### config.mk
export PLATFORM = sky130hd
export DESIGN_NAME = pmr_device_flat
export DESIGN_NICKNAME = d
export VERILOG_FILES = /design/src/hw/pmr_pkg.sv /design/src/hw/pmr_if.sv /design/src/hw/pmr_device.sv /design/src/flat_wrapper.sv
export SDC_FILE = /design/constraint.sdc
export NUM_CORES = 1
export LEC_CHECK = 0
export BUFFER_PORTS_ARGS = -buffer_cell sky130_fd_sc_hd__buf_4
export CAP_MARGIN = 15
export CORE_ASPECT_RATIO = 0.9
export CORE_MARGIN = 2
export CORE_UTILIZATION = 50
export CTS_BUF_LIST = sky130_fd_sc_hd__clkbuf_4 sky130_fd_sc_hd__clkbuf_8
export DETAILED_ROUTE_END_ITERATION = 10
export PLACE_DENSITY = 0.76
export SYNTH_ARGS = -nofsm -noshare
export SYNTH_HDL_FRONTEND = slang
export SYNTH_SLANG_ARGS = --single-unit
### constraint.sdc
create_clock -name clk -period 5.6 [get_ports clk]
set_clock_uncertainty 0.2 [all_clocks]
set_input_delay 0.56 -clock clk [delete_from_list [all_inputs] [get_ports clk]]
set_output_delay 0.56 -clock clk [all_outputs]
set_load 0.05 [all_outputs]
### src/hw/pmr_pkg.sv
// Package: constants shared by both ends of the power and reset control link
`default_nettype none
package pmr_pkg;
	// ----------------------------------------------------------------
	// Widths
	// ----------------------------------------------------------------
	localparam int ADDR_W = 6;
	localparam int DATA_W = 8;
	localparam int HADDR_W = 3;

	// ----------------------------------------------------------------
	// Device register offsets
	// ----------------------------------------------------------------
	localparam logic [5:0] REG_RESERVED0 = 6'h00;
	localparam logic [5:0] REG_COMMAND   = 6'h01;
	localparam logic [5:0] REG_STATUS    = 6'h07;
	localparam logic [5:0] REG_MISC      = 6'h0C;
	localparam logic [5:0] REG_ANTENNA   = 6'h14;

	// ----------------------------------------------------------------
	// Fields and reset values
	// ----------------------------------------------------------------
	localparam int CMD_SLEEP_BIT = 4;
	localparam int ANT_EN1_BIT   = 0;
	localparam int ANT_EN2_BIT   = 1;
	localparam int MISC_WO_BIT   = 7;
	localparam logic [3:0] CMD_IDLE     = 4'h0;
	localparam logic [7:0] ANT_RST      = 8'h80;
	localparam logic [7:0] RESERVED_VAL = 8'h00;
	localparam logic [7:0] NOTRDY_VAL   = 8'hFF;

	// ----------------------------------------------------------------
	// Timing
	// ----------------------------------------------------------------
	localparam int CLK_PERIOD_NS = 10;
	localparam int SPIKE_NS      = 10;
	localparam int SPIKE_CYC     = (SPIKE_NS + CLK_PERIOD_NS - 1) / CLK_PERIOD_NS;
	localparam int RST_LOW_NS    = 100;
	localparam int RST_LOW_CYC   = (RST_LOW_NS + CLK_PERIOD_NS - 1) / CLK_PERIOD_NS;
	localparam int EXIT_CYC      = 1024;
	localparam int STARTUP_CYC   = 1024;
	localparam int CMD_CYC       = 4;

	// ----------------------------------------------------------------
	// Host controller register offsets
	// ----------------------------------------------------------------
	localparam logic [2:0] H_ADDR   = 3'h0;
	localparam logic [2:0] H_WDATA  = 3'h1;
	localparam logic [2:0] H_CTRL   = 3'h2;
	localparam logic [2:0] H_STATUS = 3'h3;
	localparam logic [2:0] H_RDATA  = 3'h4;
	localparam logic [2:0] H_HOLD   = 3'h5;
	localparam int H_ADDR_RD_BIT = 7;
	localparam int HC_ACCESS_BIT = 0;
	localparam int HC_RESET_BIT  = 1;
	localparam int HC_WAKE_BIT   = 2;
endpackage
`default_nettype wire

### src/hw/pmr_if.sv
// Interface: host port and reset pin between controller and device
`default_nettype none
interface pmr_if;
	import pmr_pkg::*;
	logic                rstpd_n;
	logic [ADDR_W-1:0]   addr;
	logic [DATA_W-1:0]   wdata;
	logic                wr;
	logic                rd;
	logic [DATA_W-1:0]   rdata;
	logic                rvalid;

	modport dev (input rstpd_n, addr, wdata, wr, rd, output rdata, rvalid);
	modport host (output rstpd_n, addr, wdata, wr, rd, input rdata, rvalid);
endinterface
`default_nettype wire

### src/hw/pmr_device.sv
// Device end: power modes, reset filter, start-up delay and register bits
// Functional notes
// - Reset pin low: hard power-down, oscillator off
// - Hard power-down: inputs clamped except reset pin
// - Hard power-down: outputs frozen at static level
// - Sleep bit set: soft power-down at once
// - Soft power-down: inputs work, outputs hold
// - Soft power-down keeps registers and configuration
// - Sleep cleared: count 1024 clocks before exit
// - Sleep bit reads one until exit completes
// - UART host sends 55h first after wake
// - Host polls address 0 until real content
// - Either antenna enable low: drivers off
// - Reset pulses under 10 ns ignored
// - Host holds reset low at least 100 ns
// - Wait 1024 clocks after clock stable
// - Control bits changed only by host
// - Command field returns idle by hardware
// - Read-only bits ignore host writes
// - Write-only bits always read zero
// - Host writes zero to reserved bits
// - Host never changes reserved test bits
// - Sleep bit lives in command register 01h
// - Antenna enables live in register 14h
`default_nettype none
module pmr_device
	import pmr_pkg::*;
(
	// Clock and reset
	input  wire logic clk,
	input  wire logic rstn,
	// Link
	pmr_if.dev        link,
	// Power and drive state
	output var  logic osc_enable,
	output var  logic hard_pd,
	output var  logic soft_pd,
	output var  logic dev_ready,
	output var  logic ant1_drive,
	output var  logic ant2_drive,
	output var  logic misc_strobe
);
	// ----------------------------------------------------------------
	// Reset pin spike filter
	// ----------------------------------------------------------------
	logic [3:0] low_cnt;

	always_ff @(posedge clk or negedge rstn) begin
		if (!rstn) begin
			low_cnt <= 4'h0;
			hard_pd <= 1'b0;
		end else if (link.rstpd_n) begin
			low_cnt <= 4'h0;
			hard_pd <= 1'b0;
		end else if (low_cnt < 4'(SPIKE_CYC)) begin
			low_cnt <= low_cnt + 4'h1;
		end else begin
			hard_pd <= 1'b1;
		end
	end

	// ----------------------------------------------------------------
	// Bus qualification
	// ----------------------------------------------------------------
	// Clamped inputs: nothing reaches the logic in hard power-down
	logic wr_ok;
	logic rd_ok;
	logic wr_cmd;
	logic ready;
	logic sleep;
	logic exiting;

	assign rd_ok  = link.rd && !hard_pd;
	// Before ready only the command register listens, so wake stays possible
	assign wr_ok  = link.wr && !hard_pd && ready;
	assign wr_cmd = link.wr && !hard_pd && link.addr == REG_COMMAND;

	// ----------------------------------------------------------------
	// Command register: sleep bit and dynamic command field
	// ----------------------------------------------------------------
	logic [3:0]  cmd_code;
	logic [2:0]  cmd_cnt;
	logic [10:0] exit_cnt;
	logic        exit_done;

	assign exit_done = exiting && exit_cnt == 11'(EXIT_CYC - 1);

	always_ff @(posedge clk or negedge rstn) begin
		if (!rstn) begin
			sleep   <= 1'b0;
			exiting <= 1'b0;
		end else if (hard_pd) begin
			sleep   <= 1'b0;
			exiting <= 1'b0;
		end else if (wr_cmd && link.wdata[CMD_SLEEP_BIT]) begin
			sleep   <= 1'b1;
			exiting <= 1'b0;
		end else if (wr_cmd && sleep && !exiting) begin
			exiting <= 1'b1;
		end else if (exit_done) begin
			sleep   <= 1'b0;
			exiting <= 1'b0;
		end
	end

	always_ff @(posedge clk or negedge rstn) begin
		if (!rstn) begin
			exit_cnt <= 11'h000;
		end else if (!exiting || (wr_cmd && link.wdata[CMD_SLEEP_BIT])) begin
			exit_cnt <= 11'h000;
		end else begin
			exit_cnt <= exit_cnt + 11'h001;
		end
	end

	// Host write wins over the hardware return to idle
	always_ff @(posedge clk or negedge rstn) begin
		if (!rstn) begin
			cmd_code <= CMD_IDLE;
			cmd_cnt  <= 3'h0;
		end else if (hard_pd) begin
			cmd_code <= CMD_IDLE;
			cmd_cnt  <= 3'h0;
		end else if (wr_cmd) begin
			cmd_code <= link.wdata[3:0];
			cmd_cnt  <= 3'h0;
		end else if (cmd_code != CMD_IDLE && !sleep) begin
			if (cmd_cnt == 3'(CMD_CYC - 1)) begin
				cmd_code <= CMD_IDLE;
				cmd_cnt  <= 3'h0;
			end else begin
				cmd_cnt <= cmd_cnt + 3'h1;
			end
		end
	end

	// ----------------------------------------------------------------
	// Control registers: host-only writers
	// ----------------------------------------------------------------
	// Hard power-down restarts the device, so configuration returns to reset
	logic [7:0] ant_ctrl;
	logic       tx_on;

	always_ff @(posedge clk or negedge rstn) begin
		if (!rstn) begin
			ant_ctrl <= ANT_RST;
		end else if (hard_pd) begin
			ant_ctrl <= ANT_RST;
		end else if (wr_ok && link.addr == REG_ANTENNA) begin
			ant_ctrl <= link.wdata;
		end
	end

	assign tx_on = ant_ctrl[ANT_EN1_BIT] && ant_ctrl[ANT_EN2_BIT];

	always_ff @(posedge clk or negedge rstn) begin
		if (!rstn) begin
			misc_strobe <= 1'b0;
		end else begin
			misc_strobe <= wr_ok && link.addr == REG_MISC && link.wdata[MISC_WO_BIT];
		end
	end

	// ----------------------------------------------------------------
	// Start-up delay and ready
	// ----------------------------------------------------------------
	logic [10:0] start_cnt;

	always_ff @(posedge clk or negedge rstn) begin
		if (!rstn) begin
			start_cnt <= 11'h000;
			ready     <= 1'b0;
		end else if (hard_pd || (sleep && !exit_done)) begin
			start_cnt <= 11'h000;
			ready     <= 1'b0;
		end else if (exit_done) begin
			ready <= 1'b1;
		end else if (!ready) begin
			if (start_cnt == 11'(STARTUP_CYC - 1)) begin
				ready <= 1'b1;
			end else begin
				start_cnt <= start_cnt + 11'h001;
			end
		end
	end

	// ----------------------------------------------------------------
	// Pins and power outputs
	// ----------------------------------------------------------------
	always_ff @(posedge clk or negedge rstn) begin
		if (!rstn) begin
			osc_enable <= 1'b0;
			soft_pd    <= 1'b0;
			dev_ready  <= 1'b0;
		end else begin
			osc_enable <= !hard_pd && (!sleep || exiting);
			soft_pd    <= sleep;
			dev_ready  <= ready;
		end
	end

	// Drivers freeze in either power-down and follow the enables otherwise
	always_ff @(posedge clk or negedge rstn) begin
		if (!rstn) begin
			ant1_drive <= 1'b0;
			ant2_drive <= 1'b0;
		end else if (!hard_pd && !sleep) begin
			ant1_drive <= tx_on;
			ant2_drive <= tx_on;
		end
	end

	// ----------------------------------------------------------------
	// Read path
	// ----------------------------------------------------------------
	logic [7:0] next_rdata;

	always_comb begin
		next_rdata = 8'h00;
		case (link.addr)
			REG_RESERVED0: next_rdata = RESERVED_VAL;
			REG_COMMAND:   next_rdata = {3'h0, sleep, cmd_code};
			REG_STATUS:    next_rdata = {5'h00, tx_on, exiting, cmd_code != CMD_IDLE};
			REG_MISC:      next_rdata = 8'h00;
			REG_ANTENNA:   next_rdata = ant_ctrl;
			default:       next_rdata = 8'h00;
		endcase
		if (!ready) begin
			next_rdata = NOTRDY_VAL;
		end
	end

	always_ff @(posedge clk or negedge rstn) begin
		if (!rstn) begin
			link.rdata  <= 8'h00;
			link.rvalid <= 1'b0;
		end else begin
			link.rvalid <= rd_ok;
			if (rd_ok) begin
				link.rdata <= next_rdata;
			end
		end
	end
endmodule // pmr_device
`default_nettype wire

### src/flat_wrapper.sv
// flat-port wrapper written by rule: the top's interface ports become plain ports
module pmr_device_flat import pmr_pkg::*;
  (clk, rstn, osc_enable, hard_pd, soft_pd, dev_ready, ant1_drive, ant2_drive, misc_strobe, link_rstpd_n, link_addr, link_wdata, link_wr, link_rd, link_rdata, link_rvalid);
  pmr_if link_i ();
  input  wire logic clk;
  input  wire logic rstn;
  output var  logic osc_enable;
  output var  logic hard_pd;
  output var  logic soft_pd;
  output var  logic dev_ready;
  output var  logic ant1_drive;
  output var  logic ant2_drive;
  output var  logic misc_strobe;
  input wire logic [$bits(link_i.rstpd_n)-1:0] link_rstpd_n;
  input wire logic [$bits(link_i.addr)-1:0] link_addr;
  input wire logic [$bits(link_i.wdata)-1:0] link_wdata;
  input wire logic [$bits(link_i.wr)-1:0] link_wr;
  input wire logic [$bits(link_i.rd)-1:0] link_rd;
  output wire logic [$bits(link_i.rdata)-1:0] link_rdata;
  output wire logic [$bits(link_i.rvalid)-1:0] link_rvalid;
  assign link_i.rstpd_n = link_rstpd_n;
  assign link_i.addr = link_addr;
  assign link_i.wdata = link_wdata;
  assign link_i.wr = link_wr;
  assign link_i.rd = link_rd;
  assign link_rdata = link_i.rdata;
  assign link_rvalid = link_i.rvalid;
  pmr_device u_core (.clk(clk), .rstn(rstn), .link(link_i), .osc_enable(osc_enable), .hard_pd(hard_pd), .soft_pd(soft_pd), .dev_ready(dev_ready), .ant1_drive(ant1_drive), .ant2_drive(ant2_drive), .misc_strobe(misc_strobe));
endmodule
# Yosys cells after proc, flatten, opt, wreduce, memory -nomap -nowiden
# Cells that the tools add are included.
# op_classes
add_sub_neg	4
n_reduce_logical	33
muxes	32
eq_ne	12
magnitude_cmp	1
# op_table
cell	count
2-to-1 mux 11 bit	5
2-to-1 mux 4 bit	6
2-to-1 mux 8 bit	3
one-hot mux 8 bit (3 select lines)	1
adder 11 x 1 -> 11 bit, second input constant	2
equality test 11 x 10 -> 1 bit, second input constant	2
logical AND 1 bit	16
2-to-1 mux 1 bit	13
2-to-1 mux 3 bit	4
nonzero test 3 bit	3
nonzero test 4 bit	2
equality test 6 x 1 -> 1 bit, second input constant	1
equality test 6 x 3 -> 1 bit, second input constant	1
equality test 6 x 4 -> 1 bit, second input constant	1
equality test 6 x 5 -> 1 bit, second input constant	1
inequality test 2 bit, second input constant	3
adder 4 x 1 -> 4 bit, second input constant	1
zero test 1 bit	4
< comparator 4 x 1 -> 1 bit, second input constant	1
AND reduction 2 bit	2
nonzero test 2 bit	2
adder 3 x 1 -> 3 bit, second input constant	1
equality test 3 x 2 -> 1 bit, second input constant	1
logical OR 1 bit	3
other kinds (3)	3
# word_totals
input_bits	19
register_bits	59
elab_cells	99
output_inout_bits	16

# Logic depth before layout (Yosys ltp)
# Gate-level depths: netlist (run 1).
# depth
word_depth	8
ltp_mapped	7
mapped_depth_nobuf	6

# Worst setup path before layout (run 1)
# OpenSTA, ideal clock, no wires.
# synth_timing
path_type	register to register
startpoint	reg u_core.exit_cnt[0]
endpoint	reg u_core.start_cnt[9]
arrival_time_ps	1759
path_buffers	2
path_stages_with_launch	8
setup_ps	137
path_slack_ps	3504
period_less_slack_ps	2096
t_required_ps	5263
path_cell_list	dfrtp_1 ha_1 and3_1 buf_4 a41o_4 buf_2 o41ai_1 a21oi_1
# synth_via
elab_chain_cells	7
elab_cells_between_ends	10
classes_between	eq/ne: 4; mux: 1; reduce/logical: 5
# synth_rtl
element	line	text
from (decl)	pmr_device.sv:83	logic [10:0] exit_cnt;
from (signal assigned)	pmr_device.sv:112	exit_cnt <= exit_cnt + 11'h001;
equality test 11 x 10 -> 1 bit (*)	pmr_device.sv:86	assign exit_done = exiting && exit_cnt == 11'(EXIT_CYC - 1);
logical AND 1 bit (*)	pmr_device.sv:86	
zero test 1 bit	pmr_device.sv:173	end else if (hard_pd || (sleep && !exit_done)) begin
logical AND 1 bit	pmr_device.sv:173	
logical OR 1 bit	pmr_device.sv:173	
inequality test 2 bit (no source line) / inequality test 2 x 1 -> 1 bit (equally long branches)	-	
AND reduction 3 bit (no source line)	-	
to (signal assigned)	pmr_device.sv:182	start_cnt <= start_cnt + 11'h001;
to (decl)	pmr_device.sv:167	logic [10:0] start_cnt;
# Every way passes the cells marked *; elsewhere a longest branch is shown, timed or not.
# A chain may end at the register's enable or synchronous reset.

# Worst setup path in the final report (run 1)
# Ends and elaborated chain as after synthesis.

==> results.py, run 1 <==
metrics = {
    "yosys": {
        "synthTopCellsByArea": "dfrtp_1, nor2_1, nand3_1",
        "syn_area_um2": 2780,
        "yosysTopAreaCell": "dfrtp_1",
        "synthArstFlopShare_pct": 100,
        "yosysTopAreaCellShare_pct": 52.2,
        "synth_edf_count": 0,
        "syn_nets": 300,
        "ys_types": 51,
        "ys_seq_area_share_pct": 53.1,
        "ys.flop_type": "dfrtp_1",
        "syn_area_per_cell_um2": 10.1,
        "synthCells": 276,
        "yosys_register_bits": 59,
        "yosysWarnings": 0,
    },
    "grt": {
        "track_usage_pct": 20.5,
        "grt_overflow": 0,
        "grt_max_degree": 60,
        "grt_pass1_vias": 1981,
        "antenna_found_initial": 0,
        "grt_pass1_wl_mm": 9.49,
    },
    "clock_tree": {
        "ctsHoldBuffers": 0,
        "ctsResizeCount": 0,
        "postCtsSetupBuffers": 0,
        "clk_path_buf_depth": 2,
        "htreeDepth": 3,
        "cts_tree": "yes",
        "cts.root.buffer_cell": "clkbuf_8",
        "clock_sinks": 59,
        "clk_latency_ps": 340,
        "cts-buffers-inserted": 9,
        "clk_pin_slew_ps": 70,
    },
    "detailed_routing": {
        "remaining_drc_errors": 0,
        "ant_nets": 0,
        "drt_first_pass_iters": 5,
        "viasPerCell": 5.80,
        "routed_wl_mm": 5.79,
        "route.vias.total": 2191,
        "dr.first_iter.drc_count": 165,
        "wire_per_inst_um": 15.3,
    },
    "timing": {
        "relSlewSlack_pct": 24.4,
        "finalHoldViolCount": 0,
        "slew_viol_final": 0,
        "rsz0062_at_grt": "false",
        "layout_setup_ws_ps": 3350,
        "max_slew.worst_pin.slew_ps": 1130,
        "fin_crit_sh_pct": 40.2,
        "min_period_ps": 2250,
        "max_freq_ghz": 0.444,
        "setup_viol": 0,
        "tns_ps": 0,
    },
    "power": {
        "power_density_nw_per_um2": 324,
        "p_leak_uw": 0.00143,
        "peakVddDrop_uv": 207,
    },
    "cells_and_area": {
        "antenna_cells": 0,
        "fillerInstances": 448,
        "syn_to_final_growth_pct": 15.8,
        "final_common_cell": "dfrtp_1",
        "fin_cells": 378,
        "fin_nets": 330,
        "final_layout_size_suffix_gt1_share_pct": 17.4,
        "final_cell_mix": "dfrtp_1, nor2_1, buf_4, inv_1, nand2_1",
    },
    "setup_path": {
        "cp.arrival_ps": 2310,
        "cp-start-kind": "register",
        "crit_path_max_fanout": 15,
        "required_ps": 5660,
        "rrSetupSlack_ps": 3350,
        "crit_path_end_kind": "register",
        "critPathKind": "reg -> reg",
    },
    "floorplan": {
        "initial_utilization_pct": 52.3,
        "fp-row-count": 25,
        "die_h_um": 74.8,
        "coreArea_um2": 5320,
        "dieWidth_um": 82.6,
        "num_io_pins": 35,
        "die_area_um2": 6180,
    },
    "job": {
        "drv_cap": 0,
    },
    "placement": {
        "place_ws_ps": 3250,
        "hpwlAfterDp_mm": 4.04,
        "dp_cells": 362,
        "portBuffers": 34,
        "routabilityCongestion": 0.838,
    },
    "outcome": {
        "status": "finished clean",
    },
    "min_path": {
        "hp-class": "in -> async",
    },
}
-- registers in the layout, indices dropped and copies added (netlist names) --
register	flops
u_core.start_cnt	11
u_core.low_cnt	4
u_core.link.rdata	8
u_core.cmd_cnt	3
u_core.sleep	1
u_core.soft_pd	1
u_core.hard_pd	1
u_core.osc_enable	1
u_core.ant1_drive	1
u_core.exit_cnt	11
u_core.cmd_code	4
u_core.ready	1
u_core.dev_ready	1
u_core.link.rvalid	1
u_core.misc_strobe	1
u_core.exiting	1
u_core.ant_ctrl	8
-- per-layer routing --
metal	routed length [um]	track usage, %	share of wire (%)
met5	0	0	0
met4	29	6.38	0.50
met3	355	6.71	6.1
met2	2770	30.7	48
met1	2640	28.7	46
-- per-stage QoR --
stage               hold slack [ps]  total power, uW  cell area, um^2  util (%)
global placement                275              707             3050      57.3
CTS                            99.2             1060             3220      60.6
detailed placement              286              718             3050      57.3
finish                         64.9             1040             3220      60.6
global route                    140             1100             3220      60.6
floorplan                      64.4              645             2780         -
-- cell usage after synthesis, drive strengths merged (2+ instances only) --
cell type / n
dfrtp: 58
nor2: 34
inv: 17
nand2: 15
nand3: 13
a21oi: 12
o21ai: 12
clkbuf: 10
nand4: 7
xor2: 7
a31oi: 6
and4: 6
a22o: 5
a41oi: 5
buf: 5
ha: 5
nor2b: 5
and2: 4
and3: 4
o31ai: 4
a22oi: 3
mux2i: 3
nor3: 3
xnor2: 3
a21o: 2
a41o: 2
nand3b: 2
nor3b: 2
o41ai: 2
or3: 2
or4: 2
-- final timing paths --
path / endpoint / depth (start not counted) / startpoint
min in group clk: u_core.low_cnt[0]$_DFFE_PN0P_ / 2 / link_rstpd_n
worst max-delay path: u_core.start_cnt[9]$_DFFE_PN0P_ / 5 / u_core.exit_cnt[0]$_DFF_PN0_
worst max register to register: u_core.start_cnt[9]$_DFFE_PN0P_ / 5 / u_core.exit_cnt[0]$_DFF_PN0_
worst min-delay path: u_core.link.rdata[3]$_DFFE_PN0P_ / 1 / rstn
worst min register to register: u_core.exit_cnt[0]$_DFF_PN0_ / 1 / u_core.exit_cnt[0]$_DFF_PN0_
max in group asynchronous: u_core.exit_cnt[6]$_DFF_PN0_ / 1 / rstn
-- cell families (layout without fill, tap and decap cells) --
group	count (synthesis)	in the layout	synth area share (%)
simple gates	106	106	20.1
compound gates	60	60	15.2
flops	59	59	53.1
buf+inv	33	68	5.08
xor+xnor	10	10	3.15
fa+ha+maj	5	5	2.25
mux	3	3	1.08
-- layout make-up --
class | count | area (um^2) | area share [%]
well taps | 67 | 83.8 | 2.60
clock buffers | 10 | 131 | 4.08
repair buffers | 34 | 255 | 7.93
flip-flops and latches | 59 | 1480 | 45.9
multi-input cells | 184 | 1160 | 36.1
inverters | 18 | 67.6 | 2.10
clock inverters | 6 | 42.5 | 1.32
-- where the power goes --
part / switching [uW] / internal [uW] / total [uW]
Clock: 172 / 165 / 337
Combinational: 138 / 77.1 / 215
Sequential: 33.9 / 459 / 493
-- critical path, stage by stage, from the launching register on --
cell and delay, ps:
dfrtp_1 410, ha_1 230, and3_1 300, a41o_4 360, or4b_1 520, a21oi_1 150
Note: power is estimated with default switching activity, not from simulation.
==> inputs of run 2 (changes only) <==
==> constraint.sdc (replaced) <==
create_clock -name clk -period 2.3 [get_ports clk]
set_clock_uncertainty 0.2 [all_clocks]
set_input_delay 0.23 -clock clk [delete_from_list [all_inputs] [get_ports clk]]
set_output_delay 0.23 -clock clk [all_outputs]
set_load 0.05 [all_outputs]
==> results.py, run 2 (synthesis gave the netlist of run 1 again) <==
metrics = {
    "timing": {
        "tns_ps": 0,
        "rsz0062_at_grt": "false",
        "max_slew.worst_pin.slew_ps": 719,
        "slew_viol_final": 0,
        "setup_viol": 0,
        "finalHoldViolCount": 0,
        "min_period_ps": 2150,
        "fin_crit_sh_pct": 93.6,
        "relSlewSlack_pct": 52.0,
        "max_freq_ghz": 0.464,
        "layout_setup_ws_ps": 147,
    },
    "clock_tree": {
        "clk_path_buf_depth": 2,
        "clk_latency_ps": 340,
        "ctsResizeCount": 0,
        "cts.root.buffer_cell": "clkbuf_8",
        "clock_sinks": 59,
        "htreeDepth": 3,
        "clk_pin_slew_ps": 60,
        "cts_tree": "yes",
        "cts-buffers-inserted": 9,
    },
    "cells_and_area": {
        "fin_nets": 353,
        "multiInputGateArea_um2": 1160,
        "seqCellArea_um2": 1480,
        "antenna_cells": 0,
        "final_layout_size_suffix_gt1_share_pct": 18.9,
        "final_common_cell": "dfrtp_1",
        "fin_cells": 401,
        "final_cell_mix": "dfrtp_1, buf_4, nor2_1, inv_1, nand2_1",
        "fillerInstances": 450,
        "syn_to_final_growth_pct": 24.3,
        "top_regs": "u_core.exit_cnt x11, u_core.start_cnt x11",
    },
    "detailed_routing": {
        "dr.first_iter.drc_count": 135,
        "remaining_drc_errors": 0,
        "route.vias.total": 2226,
        "viasPerCell": 5.55,
        "routed_wl_mm": 5.93,
        "ant_nets": 0,
        "wire_per_inst_um": 14.8,
        "drt_first_pass_iters": 4,
    },
    "job": {
        "drv_cap": 0,
    },
    "grt": {
        "grt_overflow": 0,
        "grt_pass1_vias": 2130,
        "grt_pass1_wl_mm": 9.90,
        "grt_max_degree": 60,
        "track_usage_pct": 21.8,
        "antenna_found_initial": 0,
    },
    "power": {
        "seqPwrFrac_pct": 43.5,
        "p_leak_uw": 0.00156,
        "power_density_nw_per_um2": 789,
        "internal-power_uw": 1920,
        "switching_share_pct": 29.7,
        "peakVddDrop_uv": 502,
        "power.share.clock_pct": 35.0,
        "power_switching_uw": 809,
        "pwr-share-comb_pct": 21.6,
    },
    "setup_path": {
        "required_ps": 2360,
        "crit_path_max_fanout": 15,
        "crit_path_end_kind": "register",
        "critPathKind": "reg -> reg",
        "rrSetupSlack_ps": 150,
        "cp-start-kind": "register",
        "cp.arrival_ps": 2220,
    },
    "placement": {
        "hpwlAfterDp_mm": 4.02,
        "dp_cells": 371,
        "place_ws_ps": 184,
        "portBuffers": 34,
        "routabilityCongestion": 0.824,
    },
    "outcome": {
        "status": "finished clean",
    },
    "floorplan": {
        "coreArea_um2": 5320,
        "initial_utilization_pct": 52.3,
        "num_io_pins": 35,
        "die_h_um": 74.8,
        "die_area_um2": 6180,
        "dieWidth_um": 82.6,
        "fp-row-count": 25,
    },
    "min_path": {
        "hp-class": "in -> reg",
    },
}
run 2: cell count changes in the layout (fill, tap and decap cells not counted):
cell | before | now
clkbuf_8 | 9 | 10
buf_4 | 34 | 43
clkinv_4 | 2 | 0
clkbuf_4 | 1 | 4
clkinv_2 | 2 | 1
dlygate4sd3_1 | 0 | 14
bufinv_16 | 0 | 1
clkinvlp_4 | 2 | 0
run 2: path summary, 6_finish.rpt:
check / from / to / cells after the start
worst max-delay path: u_core.exit_cnt[0]$_DFF_PN0_ / u_core.start_cnt[9]$_DFFE_PN0P_ / 5
worst min-delay path: link_wr / u_core.cmd_cnt[0]$_DFFE_PN0P_ / 3
worst max register to register: u_core.exit_cnt[0]$_DFF_PN0_ / u_core.start_cnt[9]$_DFFE_PN0P_ / 5
worst min register to register: u_core.cmd_cnt[2]$_DFFE_PN0P_ / u_core.cmd_cnt[2]$_DFFE_PN0P_ / 2
max in group asynchronous: rstn / u_core.ant_ctrl[3]$_DFFE_PN0P_ / 2
min in group asynchronous: rstn / u_core.link.rdata[5]$_DFFE_PN0P_ / 2
run 2: through the flow:
step	hold slack (ps)	total power [uW]	area [um^2]	util, %
2_1_floorplan	-266	1570	2780	-
3_3_place_gp	137	1750	3110	58.6
3_5_place_dp	139	1770	3110	58.6
4_1_cts	12.1	2760	3460	65.0
5_1_grt	33.1	2880	3460	65.0
6_report	26.5	2730	3460	65.0
run 2: metal layers:
metal	vias to the layer above	GRT usage, %	share of wire [%]	wire length (um)
li1	1097	-	-	-
met1	1084	29.3	48	2830
met2	36	33.6	47	2760
met5	-	0	0	0
met3	9	6.47	4.0	239
met4	0	8.20	1.6	95
run 2: repair_timing:
item / CTS / global route
setup buffers: 0 / 0
hold buffers: 14 / 0
endpoints found under the hold margin: 77 / 0
run 2: final cells by class:
type                            count  share of cell area, %
Sequential cell                    59                   42.7
Multi-Input combinational cell    184                   33.6
Timing Repair Buffer               57                   13.4
Clock buffer                       14                   4.85
Tap cell                           67                   2.42
Inverter                           18                   1.95
Clock inverter                      2                   1.01
run 2: power by group through the flow:
stage                     Clock [uW]  Combinational, uW  Sequential [uW]
after floorplan                    0                315             1260
after global placement             0                552             1200
after detailed placement           0                567             1200
after CTS                        980                593             1190
after global routing            1020                662             1200
final                            954                588             1190
run 2: worst max-delay path, stage by stage (launching register included):
cell	delay, ps
dfrtp_1	420
ha_1	240
and3_1	220
a41o_4	320
or4b_1	520
a21oi_1	150
